[src/verilog/fpcc_regs.svh]
`ifndef FPCC_REGS_SVH
`define FPCC_REGS_SVH
// ==========================================================

// ==========================================================
// Register offsets (byte addresses)
`define FPCC_ADDR_W          12
`define FPCC_CSR_OFF         12'h000
`define FPCC_CC_OFF          12'h004
`define FPCC_IRQ_STAT_OFF    12'h008
`define FPCC_IRQ_MASK_OFF    12'h00c

// ==========================================================
// Field positions
`define FPCC_CSR_INV_EN_BIT   0
`define FPCC_CSR_INV_FLAG_BIT 1
`define FPCC_EV_INV_BIT       0
`define FPCC_EV_EXC_BIT       1
`define FPCC_EV_DONE_BIT      2
`define FPCC_EV_W             3
`define FPCC_CC_W             8
`define FPCC_SEL_EXT_BIT      3

// ==========================================================
// Reset values
`define FPCC_CC_RST          8'h00
`define FPCC_EV_RST          3'h0
`define FPCC_RDATA_RST       32'h0000_0000
`endif

[src/verilog/fpcc_pkg.sv]
package fpcc_pkg;
    typedef enum logic [1:0] {
        FPCC_FMT_SINGLE = 2'b00,
        FPCC_FMT_DOUBLE = 2'b01,
        FPCC_FMT_PAIRED = 2'b10
    } fpcc_fmt_t;

    typedef struct packed {
        logic [7:0]  cc;
        logic        inv_en;
        logic        inv_flag;
        logic [2:0]  irq_stat;
        logic [2:0]  irq_mask;
        logic [31:0] prdata;
        logic        cmp_done;
        logic        inv_exc;
    } fpcc_state_t;
endpackage : fpcc_pkg

[src/verilog/fpcc_rel.sv]
`timescale 1ns/1ps
module fpcc_rel (
    // Operands
    input  wire logic [63:0] op_a,
    input  wire logic [63:0] op_b,
    input  wire logic        is_double,
    // Ordering relations
    output logic             rel_gt,
    output logic             rel_lt,
    output logic             rel_eq,
    output logic             rel_un,
    // NaN classes
    output logic             any_snan,
    output logic             any_qnan
);
    // {is_nan, is_quiet}; quiet when the top mantissa bit is set
    function automatic logic [1:0] nan_kind(input logic [63:0] v, input logic dbl);
        logic nan;
        logic quiet;
        nan   = dbl ? (&v[62:52] && |v[51:0]) : (&v[30:23] && |v[22:0]);
        quiet = dbl ? v[51] : v[22];
        return {nan, nan & quiet};
    endfunction : nan_kind

    logic [62:0] mag_a;
    logic [62:0] mag_b;
    logic        sgn_a;
    logic        sgn_b;
    logic [1:0]  kind_a;
    logic [1:0]  kind_b;
    logic        both_zero;
    logic        mag_gt;

    // Sign-magnitude compare is exact: no arithmetic, so no overflow
    assign mag_a     = is_double ? op_a[62:0] : {32'h0000_0000, op_a[30:0]};
    assign mag_b     = is_double ? op_b[62:0] : {32'h0000_0000, op_b[30:0]};
    assign sgn_a     = is_double ? op_a[63] : op_a[31];
    assign sgn_b     = is_double ? op_b[63] : op_b[31];
    assign kind_a    = nan_kind(op_a, is_double);
    assign kind_b    = nan_kind(op_b, is_double);
    assign both_zero = (mag_a == 63'h0) && (mag_b == 63'h0);
    assign mag_gt    = mag_a > mag_b;

    assign any_snan = (kind_a[1] & ~kind_a[0]) | (kind_b[1] & ~kind_b[0]);
    assign any_qnan = kind_a[0] | kind_b[0];

    always_comb begin
        rel_gt = 1'b0;
        rel_lt = 1'b0;
        rel_eq = 1'b0;
        rel_un = 1'b0;
        if (kind_a[1] || kind_b[1]) begin
            rel_un = 1'b1;
        end else if (both_zero || (sgn_a == sgn_b && mag_a == mag_b)) begin
            rel_eq = 1'b1;
        end else if (sgn_a != sgn_b) begin
            rel_lt = sgn_a;
            rel_gt = ~sgn_a;
        end else begin
            rel_gt = mag_gt ^ sgn_a;
            rel_lt = ~(mag_gt ^ sgn_a);
        end
    end
endmodule : fpcc_rel

[src/verilog/fpcc_unit.sv]
// Decided for this implementation: the APB register port and the placing of the registers.
`timescale 1ns/1ps
`include "fpcc_regs.svh"
module fpcc_unit
    import fpcc_pkg::*;
(
    // Clock, reset, enable
    input  wire logic                    pclk,
    input  wire logic                    presetn,
    input  wire logic                    clk_en,
    // APB slave
    input  wire logic                    psel,
    input  wire logic                    penable,
    input  wire logic                    pwrite,
    input  wire logic [`FPCC_ADDR_W-1:0] paddr,
    input  wire logic [31:0]             pwdata,
    output logic      [31:0]             prdata,
    output logic                         pready,
    output logic                         pslverr,
    // Compare issue from the pipeline
    input  wire logic                    cmp_valid,
    input  wire fpcc_fmt_t               operand_format,
    input  wire logic [3:0]              predicate_select,
    input  wire logic [2:0]              cond_code_index,
    input  wire logic [63:0]             first_source_reg,
    input  wire logic [63:0]             second_source_reg,
    // Results
    output logic                         cmp_done,
    output logic                         inv_exc,
    output logic      [7:0]              cond_codes,
    output logic                         irq
);

    // ==========================================================
    // Functions

    // {hit, index}; unmapped offsets answer with pslverr
    function automatic logic [2:0] reg_decode(input logic [`FPCC_ADDR_W-1:0] a);
        logic [2:0] r;
        r = 3'h0;
        case (a)
            `FPCC_CSR_OFF:      r = 3'h4;
            `FPCC_CC_OFF:       r = 3'h5;
            `FPCC_IRQ_STAT_OFF: r = 3'h6;
            `FPCC_IRQ_MASK_OFF: r = 3'h7;
            default:            r = 3'h0;
        endcase
        return r;
    endfunction : reg_decode

    // OR of the selected relations; greater never enters
    function automatic logic pred_eval(
        input logic [2:0] cond,
        input logic       lt,
        input logic       eq,
        input logic       un
    );
        return (cond[0] & un) | (cond[1] & eq) | (cond[2] & lt);
    endfunction : pred_eval

    // ==========================================================
    // State

    fpcc_state_t st;
    fpcc_state_t next_st;

    // ==========================================================
    // Relation units: half 0 is the whole operand or low single,
    // half 1 is the upper single of a paired operand

    logic [1:0] rel_gt;
    logic [1:0] rel_lt;
    logic [1:0] rel_eq;
    logic [1:0] rel_un;
    logic [1:0] half_snan;
    logic [1:0] half_qnan;

    genvar h;
    generate
        for (h = 0; h < 2; h++) begin : g_half
            logic [63:0] a_in;
            logic [63:0] b_in;
            logic        dbl;
            if (h == 0) begin : g_low
                assign a_in = first_source_reg;
                assign b_in = second_source_reg;
                assign dbl  = (operand_format == FPCC_FMT_DOUBLE);
            end else begin : g_high
                assign a_in = {32'h0000_0000, first_source_reg[63:32]};
                assign b_in = {32'h0000_0000, second_source_reg[63:32]};
                assign dbl  = 1'b0;
            end
            fpcc_rel u_rel (
                .op_a      (a_in),
                .op_b      (b_in),
                .is_double (dbl),
                .rel_gt    (rel_gt[h]),
                .rel_lt    (rel_lt[h]),
                .rel_eq    (rel_eq[h]),
                .rel_un    (rel_un[h]),
                .any_snan  (half_snan[h]),
                .any_qnan  (half_qnan[h])
            );
        end
    endgenerate

    // ==========================================================
    // Compare evaluation

    logic       is_paired;
    logic       snan_seen;
    logic       nan_seen;
    logic       inv_raise;
    logic       take_exc;
    logic       res_lo;
    logic       res_hi;
    logic [2:0] idx_lo;
    logic [2:0] idx_hi;

    assign is_paired = (operand_format == FPCC_FMT_PAIRED);
    // Upper half counts only for paired operands
    assign snan_seen = half_snan[0] | (is_paired & half_snan[1]);
    assign nan_seen  = rel_un[0] | (is_paired & rel_un[1]);

    // Quiet NaN raises only in the extended set
    assign inv_raise = cmp_valid
                     & (snan_seen | (predicate_select[`FPCC_SEL_EXT_BIT] & nan_seen));
    assign take_exc  = inv_raise & st.inv_en;

    // Same eight conditions in both sets
    assign res_lo = pred_eval(predicate_select[2:0], rel_lt[0], rel_eq[0], rel_un[0]);
    assign res_hi = pred_eval(predicate_select[2:0], rel_lt[1], rel_eq[1], rel_un[1]);

    // An odd index makes both halves write the same bit, the upper result winning; software must not rely on it
    assign idx_lo = cond_code_index;
    assign idx_hi = {cond_code_index[2:1], 1'b1};

    // ==========================================================
    // APB decode

    logic [2:0] dec;
    logic       acc;
    logic       wr;
    logic       setup_rd;

    assign dec      = reg_decode(paddr);
    assign acc      = psel & penable;
    assign wr       = acc & pwrite & dec[2];
    assign setup_rd = psel & ~penable & ~pwrite;

    // Read data is captured in setup, so the access phase never waits
    assign pready  = 1'b1;
    assign pslverr = acc & ~dec[2];

    // ==========================================================
    // Next state

    logic [`FPCC_EV_W-1:0] ev;
    logic [31:0]           rd_val;

    always_comb begin
        next_st          = st;
        next_st.cmp_done = 1'b0;
        next_st.inv_exc  = 1'b0;
        ev               = `FPCC_EV_RST;
        rd_val           = `FPCC_RDATA_RST;

        // Result write; an exception leaves all codes as they were
        if (cmp_valid && !take_exc) begin
            next_st.cc[idx_lo] = res_lo;
            if (is_paired) begin
                next_st.cc[idx_hi] = res_hi;
            end
        end
        next_st.cmp_done = cmp_valid & ~take_exc;
        next_st.inv_exc  = take_exc;

        // Register writes
        if (wr) begin
            case (dec[1:0])
                2'h0: begin
                    next_st.inv_en = pwdata[`FPCC_CSR_INV_EN_BIT];
                    if (pwdata[`FPCC_CSR_INV_FLAG_BIT]) begin
                        next_st.inv_flag = 1'b0;
                    end
                end
                2'h2: begin
                    next_st.irq_stat = st.irq_stat & ~pwdata[`FPCC_EV_W-1:0];
                end
                2'h3: begin
                    next_st.irq_mask = pwdata[`FPCC_EV_W-1:0];
                end
                default: begin
                end
            endcase
        end

        // Hardware sets after software clears, so a same-cycle event wins
        if (inv_raise) begin
            next_st.inv_flag = 1'b1;
        end
        ev[`FPCC_EV_INV_BIT]  = inv_raise;
        ev[`FPCC_EV_EXC_BIT]  = take_exc;
        ev[`FPCC_EV_DONE_BIT] = cmp_valid & ~take_exc;
        next_st.irq_stat      = next_st.irq_stat | ev;

        // Read data capture
        case (dec)
            3'h4: begin
                rd_val[`FPCC_CSR_INV_EN_BIT]   = st.inv_en;
                rd_val[`FPCC_CSR_INV_FLAG_BIT] = st.inv_flag;
            end
            3'h5:    rd_val[`FPCC_CC_W-1:0] = st.cc;
            3'h6:    rd_val[`FPCC_EV_W-1:0] = st.irq_stat;
            3'h7:    rd_val[`FPCC_EV_W-1:0] = st.irq_mask;
            default: rd_val = `FPCC_RDATA_RST;
        endcase
        if (setup_rd) begin
            next_st.prdata = rd_val;
        end
    end

    // ==========================================================
    // State register

    always_ff @(posedge pclk or negedge presetn) begin
        if (!presetn) begin
            st.cc       <= `FPCC_CC_RST;
            st.inv_en   <= 1'b0;
            st.inv_flag <= 1'b0;
            st.irq_stat <= `FPCC_EV_RST;
            st.irq_mask <= `FPCC_EV_RST;
            st.prdata   <= `FPCC_RDATA_RST;
            st.cmp_done <= 1'b0;
            st.inv_exc  <= 1'b0;
        end else if (clk_en) begin
            st <= next_st;
        end
    end

    // ==========================================================
    // Outputs

    assign prdata     = st.prdata;
    assign cmp_done   = st.cmp_done;
    assign inv_exc    = st.inv_exc;
    assign cond_codes = st.cc;
    assign irq        = |(st.irq_stat & st.irq_mask);

endmodule : fpcc_unit

[config.mk]
export PLATFORM = sky130hd
export DESIGN_NAME = fpcc_unit
export DESIGN_NICKNAME = d
export VERILOG_FILES = /design/src/verilog/fpcc_pkg.sv /design/src/verilog/fpcc_rel.sv /design/src/verilog/fpcc_unit.sv
export VERILOG_INCLUDE_DIRS = /design/src /design/src/verilog
export SDC_FILE = /design/constraint.sdc
export NUM_CORES = 1
export LEC_CHECK = 0
export BUFFER_PORTS_ARGS = -buffer_cell sky130_fd_sc_hd__buf_2
export CORE_MARGIN = 10
export CORE_UTILIZATION = 44
export CTS_CLUSTER_SIZE = 28
export DETAILED_ROUTE_END_ITERATION = 6
export GPL_TIMING_DRIVEN = 0
export PLACE_DENSITY = 0.88
export SLEW_MARGIN = 20
export SYNTH_ARGS = -nofsm -noshare
export SYNTH_HDL_FRONTEND = slang
export SYNTH_SLANG_ARGS = --single-unit
[constraint.sdc]
create_clock -name pclk -period 1.5 [get_ports pclk]
set_clock_uncertainty 0.05 [all_clocks]
set_input_delay 0.075 -clock pclk [delete_from_list [all_inputs] [get_ports pclk]]
set_output_delay 0.075 -clock pclk [all_outputs]
set_load 0.005 [all_outputs]
==> results.yml, run 1 <==
run_status:
  status: "finished with violations"
  violations: "setup timing"
sta:
  holdWs_ns: 0.007585
  setup_violations: 14
  rsz0062_at_grt: "yes"
  relSlewSlack_pct: 47.64
  layout_setup_ws_ns: -1.541
  tightestPinTransition_ns: 0.7656
  period_needed_ns: 3.041
  setup_tns_ns: -15.54
  timing.final.hold_violations: 0
  finalMaxSlewViolations: 0
  fin_crit_sh_pct: 202.7
  fmax_mhz: 328.8
worst_setup_path:
  cpPeakStageDelay_ns: 0.34
  end_kind: "flop"
  rrSetupSlack_ns: -0.10
  crit_type: "input pin to flop"
  critical-path-slowest-cell: "a211o_1"
  timing.rr.start: "st[41]"
  arrival_ns: 3.17
  crit_fanout: 7
  worstPathRequired_ns: 1.63
  reg2reg_depth: 5
  cp_top_family: "compound AO/OA/AOI/OAI gates"
  cp_cell_sequence: "buf_8 > nor2b_4 > buf_8 > clkbuf_8 > buf_4 > and2_1 > ha_1 > a211o_1 > a21oi_2 > a211oi_1 > nor3_2 > buf_4 > nand2_2 > mux2i_4 > o31ai_4 > a32o_2 > a31oi_1"
  crit_buf_inv: 5
  reg2reg_to: "cond_codes[7]"
  cp-start-kind: "input pin"
final_layout:
  syn2layout_area_growth_pct: 42.16
  layout_commonest_cell: "buf_2"
  multi_input_area_sq_mm: 0.004282
  nets: 1166
  seq_area_sq_um: 650.6
  drive_gt1_share_pct: 38.62
  postLayoutCoreUtil_pct: 64.31
  n_antenna_cell: 0
  mostFrequentLayoutCells: "buf_2, ha_1, inv_1"
  fin_cells: 1023
  fillers: 923
floorplanning:
  die_w_um: 126.0
  rows: 38
  core_area_sq_mm: 0.01094
  io_pins: 233
  start_util_pct: 45.24
  die-area_sq_mm: 0.01588
  fp.dieH_um: 126.0
drt:
  dr_total_vias: 5951
  drtIter0Drc: 601
  routed_via_density: 5.817
  wl_um: 18820
  postRouteAntennaNets: 0
  wl_per_cell_um: 18.39
  drc: 0
  firstDrtPassIters: 5
synth:
  synth_edf_count: 0
  syn_inst: 654
  syn-cell-area_sq_mm: 0.004947
  synth_top_cell_by_area: "ha_1"
  syn_avg_cell_area_sq_um: 7.565
  netlist_top_cells_area: "ha_1, dfrtp_1, buf_4, nand2_1, inv_1"
  synth-main-ff-cell: "dfrtp_1"
  synth_top_area_share_pct: 23.77
  ys_ff_latch: 26
  ys_seq_area_share_pct: 13.15
  yosysWarnings: 0
  synthArstFlopShare_pct: 100.0
  synth_cell_types: 62
hold_path:
  holdPathEnd: "st[36]"
  holdPathStages: 2
  hold_class: "input pin to flop"
  min_from: "pwdata[2]"
clock_network:
  clk_pin_slew_worst_paths_ns: 0.06
  h-tree-depth: 1
  clk_latency_ns: 0.26
  tritoncts: "yes"
  cts_root_buf: "clkbuf_16"
  cts_sinks: 26
  clock_path_buffers: 2
  cts_buffers: 3
global_routing:
  overflow: 0
  grt_first_pass_wirelength_um: 29170
  grt_pass1_vias: 6020
  grt_max_degree: 27
  antenna_found_initial: 1
  grt.total_usage_pct: 21.38
place:
  portBuffers: 176
  hpwl_um: 14870
  pre_cts_slack_ns: -2.105
  place.gp.congestion: 0.9246
  placed_cells: 993
power_and_ir_drop:
  power_leakage_nw: 3.552
  ir_worst_vdd_v: 0.0005085
  p_per_area_mw_per_mm2: 461.9
job:
  drv_cap: 0
-- power breakdown --
group	internal, mW	switching (mW)
clock network	0.408	0.241
registers	0.773	0.0695
logic	0.859	0.899
-- cells in the mapped netlist (4+ instances only) --
cell	number
ha_1	94
nand4_1	33
mux2i_1	4
o21ai_0	27
and3_1	5
nand3_1	13
and2_1	31
mux2_2	4
a21o_1	10
clkbuf_1	8
inv_1	72
nor2b_1	5
nor4_1	40
buf_4	41
nor3_1	14
nand2_1	75
o21bai_1	4
o41ai_1	4
dfrtp_1	26
nor2_1	23
o31ai_1	4
a211oi_1	12
a22o_1	5
a21oi_1	38
-- through the flow --
step                      instance area [sq um]  power, mW
after global placement                     6163      2.261
final                                      7033      3.248
after detailed placement                   6163      2.299
after global routing                       7033      3.473
after CTS                                  6716      3.087
after floorplan                            5107      1.692
-- worst max-delay path by stage --
stage / from / cells past startpoint / slack, ns / to
2_1_floorplan: operand_format[0] / 14 / -1.44 / cond_codes[7]
3_3_place_gp: operand_format[0] / 15 / -2.05 / cond_codes[7]
3_5_place_dp: operand_format[0] / 14 / -2.10 / cond_codes[7]
4_1_cts: operand_format[1] / 16 / -1.55 / cond_codes[7]
5_1_grt: operand_format[0] / 17 / -1.62 / cond_codes[7]
6_report: operand_format[0] / 17 / -1.54 / cond_codes[7]
-- layer usage --
metal / share of wire, % / global-route usage, % / wire length (um) / up-vias
met5: 0 / 0 / 0 / -
met4: 3.0 / 5.023 / 566 / 0
met3: 8.8 / 4.740 / 1659 / 54
met2: 49 / 37.89 / 9215 / 314
met1: 39 / 25.57 / 7377 / 2757
li1: - / - / - / 2826
-- final cells by class --
type	count	area share, %
Inverter	72	3.878
Sequential cell	26	9.251
Tap cell	140	2.491
Clock buffer	4	1.263
Timing Repair Buffer	202	16.06
Buffer	51	6.173
Multi-Input combinational cell	528	60.88
-- kinds of logic (layout without fill, tap and decap cells) --
logic type	after synthesis	after routing	share of synthesized area [%]
and+or+nand+nor	261	261	28.28
AOI/OAI and AO/OA	135	135	18.99
buffers and inverters	123	329	12.44
adders and majority gates	94	94	23.77
DFF	26	26	13.15
muxes	11	11	2.858
other	2	25	0.1518
xor gates and xnor gates	2	2	0.3541
-- worst register-to-register path, cell delays in order (launching register included) --
cell and delay, ns:
dfrtp_1 0.43, inv_1 0.13, o221ai_4 0.20, a2111oi_4 0.34
a32o_2 0.24, a31oi_1 0.10
-- repair_timing --
action,CTS,global route
pin swaps,22,22
resized for setup,54,54
cloned,1,0
hold endpoints to repair,26,0
setup buffers,18,6
hold buffers,1,0
endpoints found under the setup margin,17,22
Note: power is estimated with default switching activity, not from simulation.
==> inputs of run 2 (changes only) <==
--- a/config.mk
+++ b/config.mk
@@ -13,6 +13,7 @@
 export DETAILED_ROUTE_END_ITERATION = 6
 export GPL_TIMING_DRIVEN = 0
 export PLACE_DENSITY = 0.88
+export SETUP_SLACK_MARGIN = 0.15
 export SLEW_MARGIN = 20
 export SYNTH_ARGS = -nofsm -noshare
 export SYNTH_HDL_FRONTEND = slang
==> run 2 against run 1 <==
The flow finishes with violations (DRC, setup timing). Combinational power decreased by 3%. Critical path depth decreased by 2. Final area decreased by 1.3%. Fmax decreased by 0.45%. Via count decreased by 0.82%. Sequential share of layout area increased by 0.12 points. First-iteration DRC count decreased by 7.5%. Largest power group unchanged.
==> results.yml, run 2 (same netlist as run 1, synthesis figures left out) <==
run_status:
  status: "finished with violations"
  violations: "DRC, setup timing"
floorplanning:
  io_pins: 233
  start_util_pct: 45.24
  core_area_sq_mm: 0.01094
  die-area_sq_mm: 0.01588
  die_w_um: 126.0
  fp.dieH_um: 126.0
  rows: 38
sta:
  period_needed_ns: 3.055
  setup_violations: 14
  tightestPinTransition_ns: 0.5970
  fin_crit_sh_pct: 203.7
  finalMaxSlewViolations: 0
  relSlewSlack_pct: 59.84
  layout_setup_ws_ns: -1.555
  setup_tns_ns: -15.12
  timing.final.hold_violations: 0
  rsz0062_at_grt: "yes"
  fmax_mhz: 327.3
final_layout:
  fillers: 920
  drive_gt1_share_pct: 36.94
  postLayoutCoreUtil_pct: 63.48
  mostFrequentLayoutCells: "buf_2, ha_1, inv_1"
  multi_input_area_sq_mm: 0.004222
  seq_area_sq_um: 650.6
  layout_commonest_cell: "buf_2"
  nets: 1160
  fin_cells: 1018
  post-route-cell-area_sq_mm: 0.006942
  syn2layout_area_growth_pct: 40.31
worst_setup_path:
  arrival_ns: 3.19
  timing.rr.start: "st[41]"
  end_kind: "flop"
  crit_fanout: 9
  worstPathRequired_ns: 1.63
  rrSetupSlack_ns: -0.12
  crit_type: "input pin to flop"
  cp-start-kind: "input pin"
  reg2reg_depth: 5
clock_network:
  h-tree-depth: 1
  clock_path_buffers: 2
  cts_sinks: 26
  tritoncts: "yes"
  cts_root_buf: "clkbuf_16"
  clk_latency_ns: 0.26
  cts_buffers: 3
  clk_pin_slew_worst_paths_ns: 0.06
drt:
  firstDrtPassIters: 7
  dr_total_vias: 5902
  routed_via_density: 5.798
  postRouteAntennaNets: 0
  drtIter0Drc: 556
  wl_per_cell_um: 18.16
  drc: 6
  wl_um: 18480
global_routing:
  grt_max_degree: 27
  grt_first_pass_wirelength_um: 27940
  grt_pass1_vias: 5907
  antenna_found_initial: 2
  overflow: 0
  grt.total_usage_pct: 20.45
power_and_ir_drop:
  pwr-share-clk_pct: 20.0
  ir_worst_vdd_v: 0.0008420
  comb_power_share_pct: 53.6
  cellInternalPower_mw: 2.011
  seqPwrFrac_pct: 26.4
  switching_share_pct: 36.81
  p_per_area_mw_per_mm2: 458.5
  power_switching_mw: 1.172
  power_leakage_nw: 3.522
hold_path:
  hold_class: "input pin to flop"
  holdPathEnd: "st[36]"
  holdPathStages: 2
  min_from: "pwdata[2]"
place:
  place.gp.congestion: 0.9126
  placed_area_sq_mm: 0.006218
  placed_cells: 993
  pre_cts_slack_ns: -2.110
  portBuffers: 176
  hpwl_um: 15060
job:
  drv_cap: 0
## run 2: metal layers
metal	GRT usage [%]	share of wire (%)	routed length, um	vias to the layer above
li1	-	-	-	2809
met1	24.32	39	7233	2715
met2	36.61	49	9034	331
met3	4.740	9.8	1820	45
met4	4.019	2.1	387	2
met5	0	0.049	9	-
## run 2: how the worst max path moves through the flow
stage,startpoint,end,cells after the start
4_1_cts,operand_format[1],cond_codes[7],16
2_1_floorplan,operand_format[0],cond_codes[7],14
5_1_grt,operand_format[1],cond_codes[7],15
3_3_place_gp,operand_format[0],cond_codes[7],15
6_report,operand_format[1],cond_codes[3],15
3_5_place_dp,operand_format[0],cond_codes[7],14
## run 2: area by class of cell
cell class | instances | area share, %
Timing Repair Buffer | 196 | 15.88
Buffer | 51 | 6.200
Antenna cell | 1 | 0.03605
Multi-Input combinational cell | 528 | 60.81
Tap cell | 140 | 2.523
Inverter | 72 | 3.893
Clock buffer | 4 | 1.280
Sequential cell | 26 | 9.373
## run 2: repair_timing
| item | in CTS | in global routing |
|---|---|---|
| gates cloned | 2 | 0 |
| endpoints found under the hold margin | 26 | 0 |
| gates resized for setup | 46 | 39 |
| setup endpoints to repair | 18 | 24 |
| hold buffers | 1 | 0 |
| pin swaps | 20 | 14 |
| setup buffers | 14 | 3 |
## run 2: per-stage QoR
step,hold WS [ns],power [mW]
after floorplan,-0.2706,1.696
after global placement,0.04202,2.271
after detailed placement,0.04341,2.313
after CTS,0.01049,3.045
after global routing,0.02477,3.427
final,0.01671,3.182
## run 2: power groups by stage
stage	Combinational (mW)	Sequential, mW	Clock, mW
3_5_place_dp	1.46	0.850	0
4_1_cts	1.56	0.838	0.643
6_report	1.71	0.841	0.635
5_1_grt	1.90	0.848	0.676
2_1_floorplan	0.870	0.825	0
3_3_place_gp	1.42	0.849	0
## run 2: worst max-delay path: stages
cell       delay (ns)
buf_8            0.10
nor2b_4          0.16
buf_8            0.14
clkbuf_16        0.14
clkbuf_16        0.13
buf_6            0.14
nand2_1          0.10
ha_4             0.29
nand4_1          0.12
or4b_4           0.60
or3b_4           0.41
mux2i_4          0.18
o31ai_4          0.10
a32o_2           0.34
a21oi_2          0.15
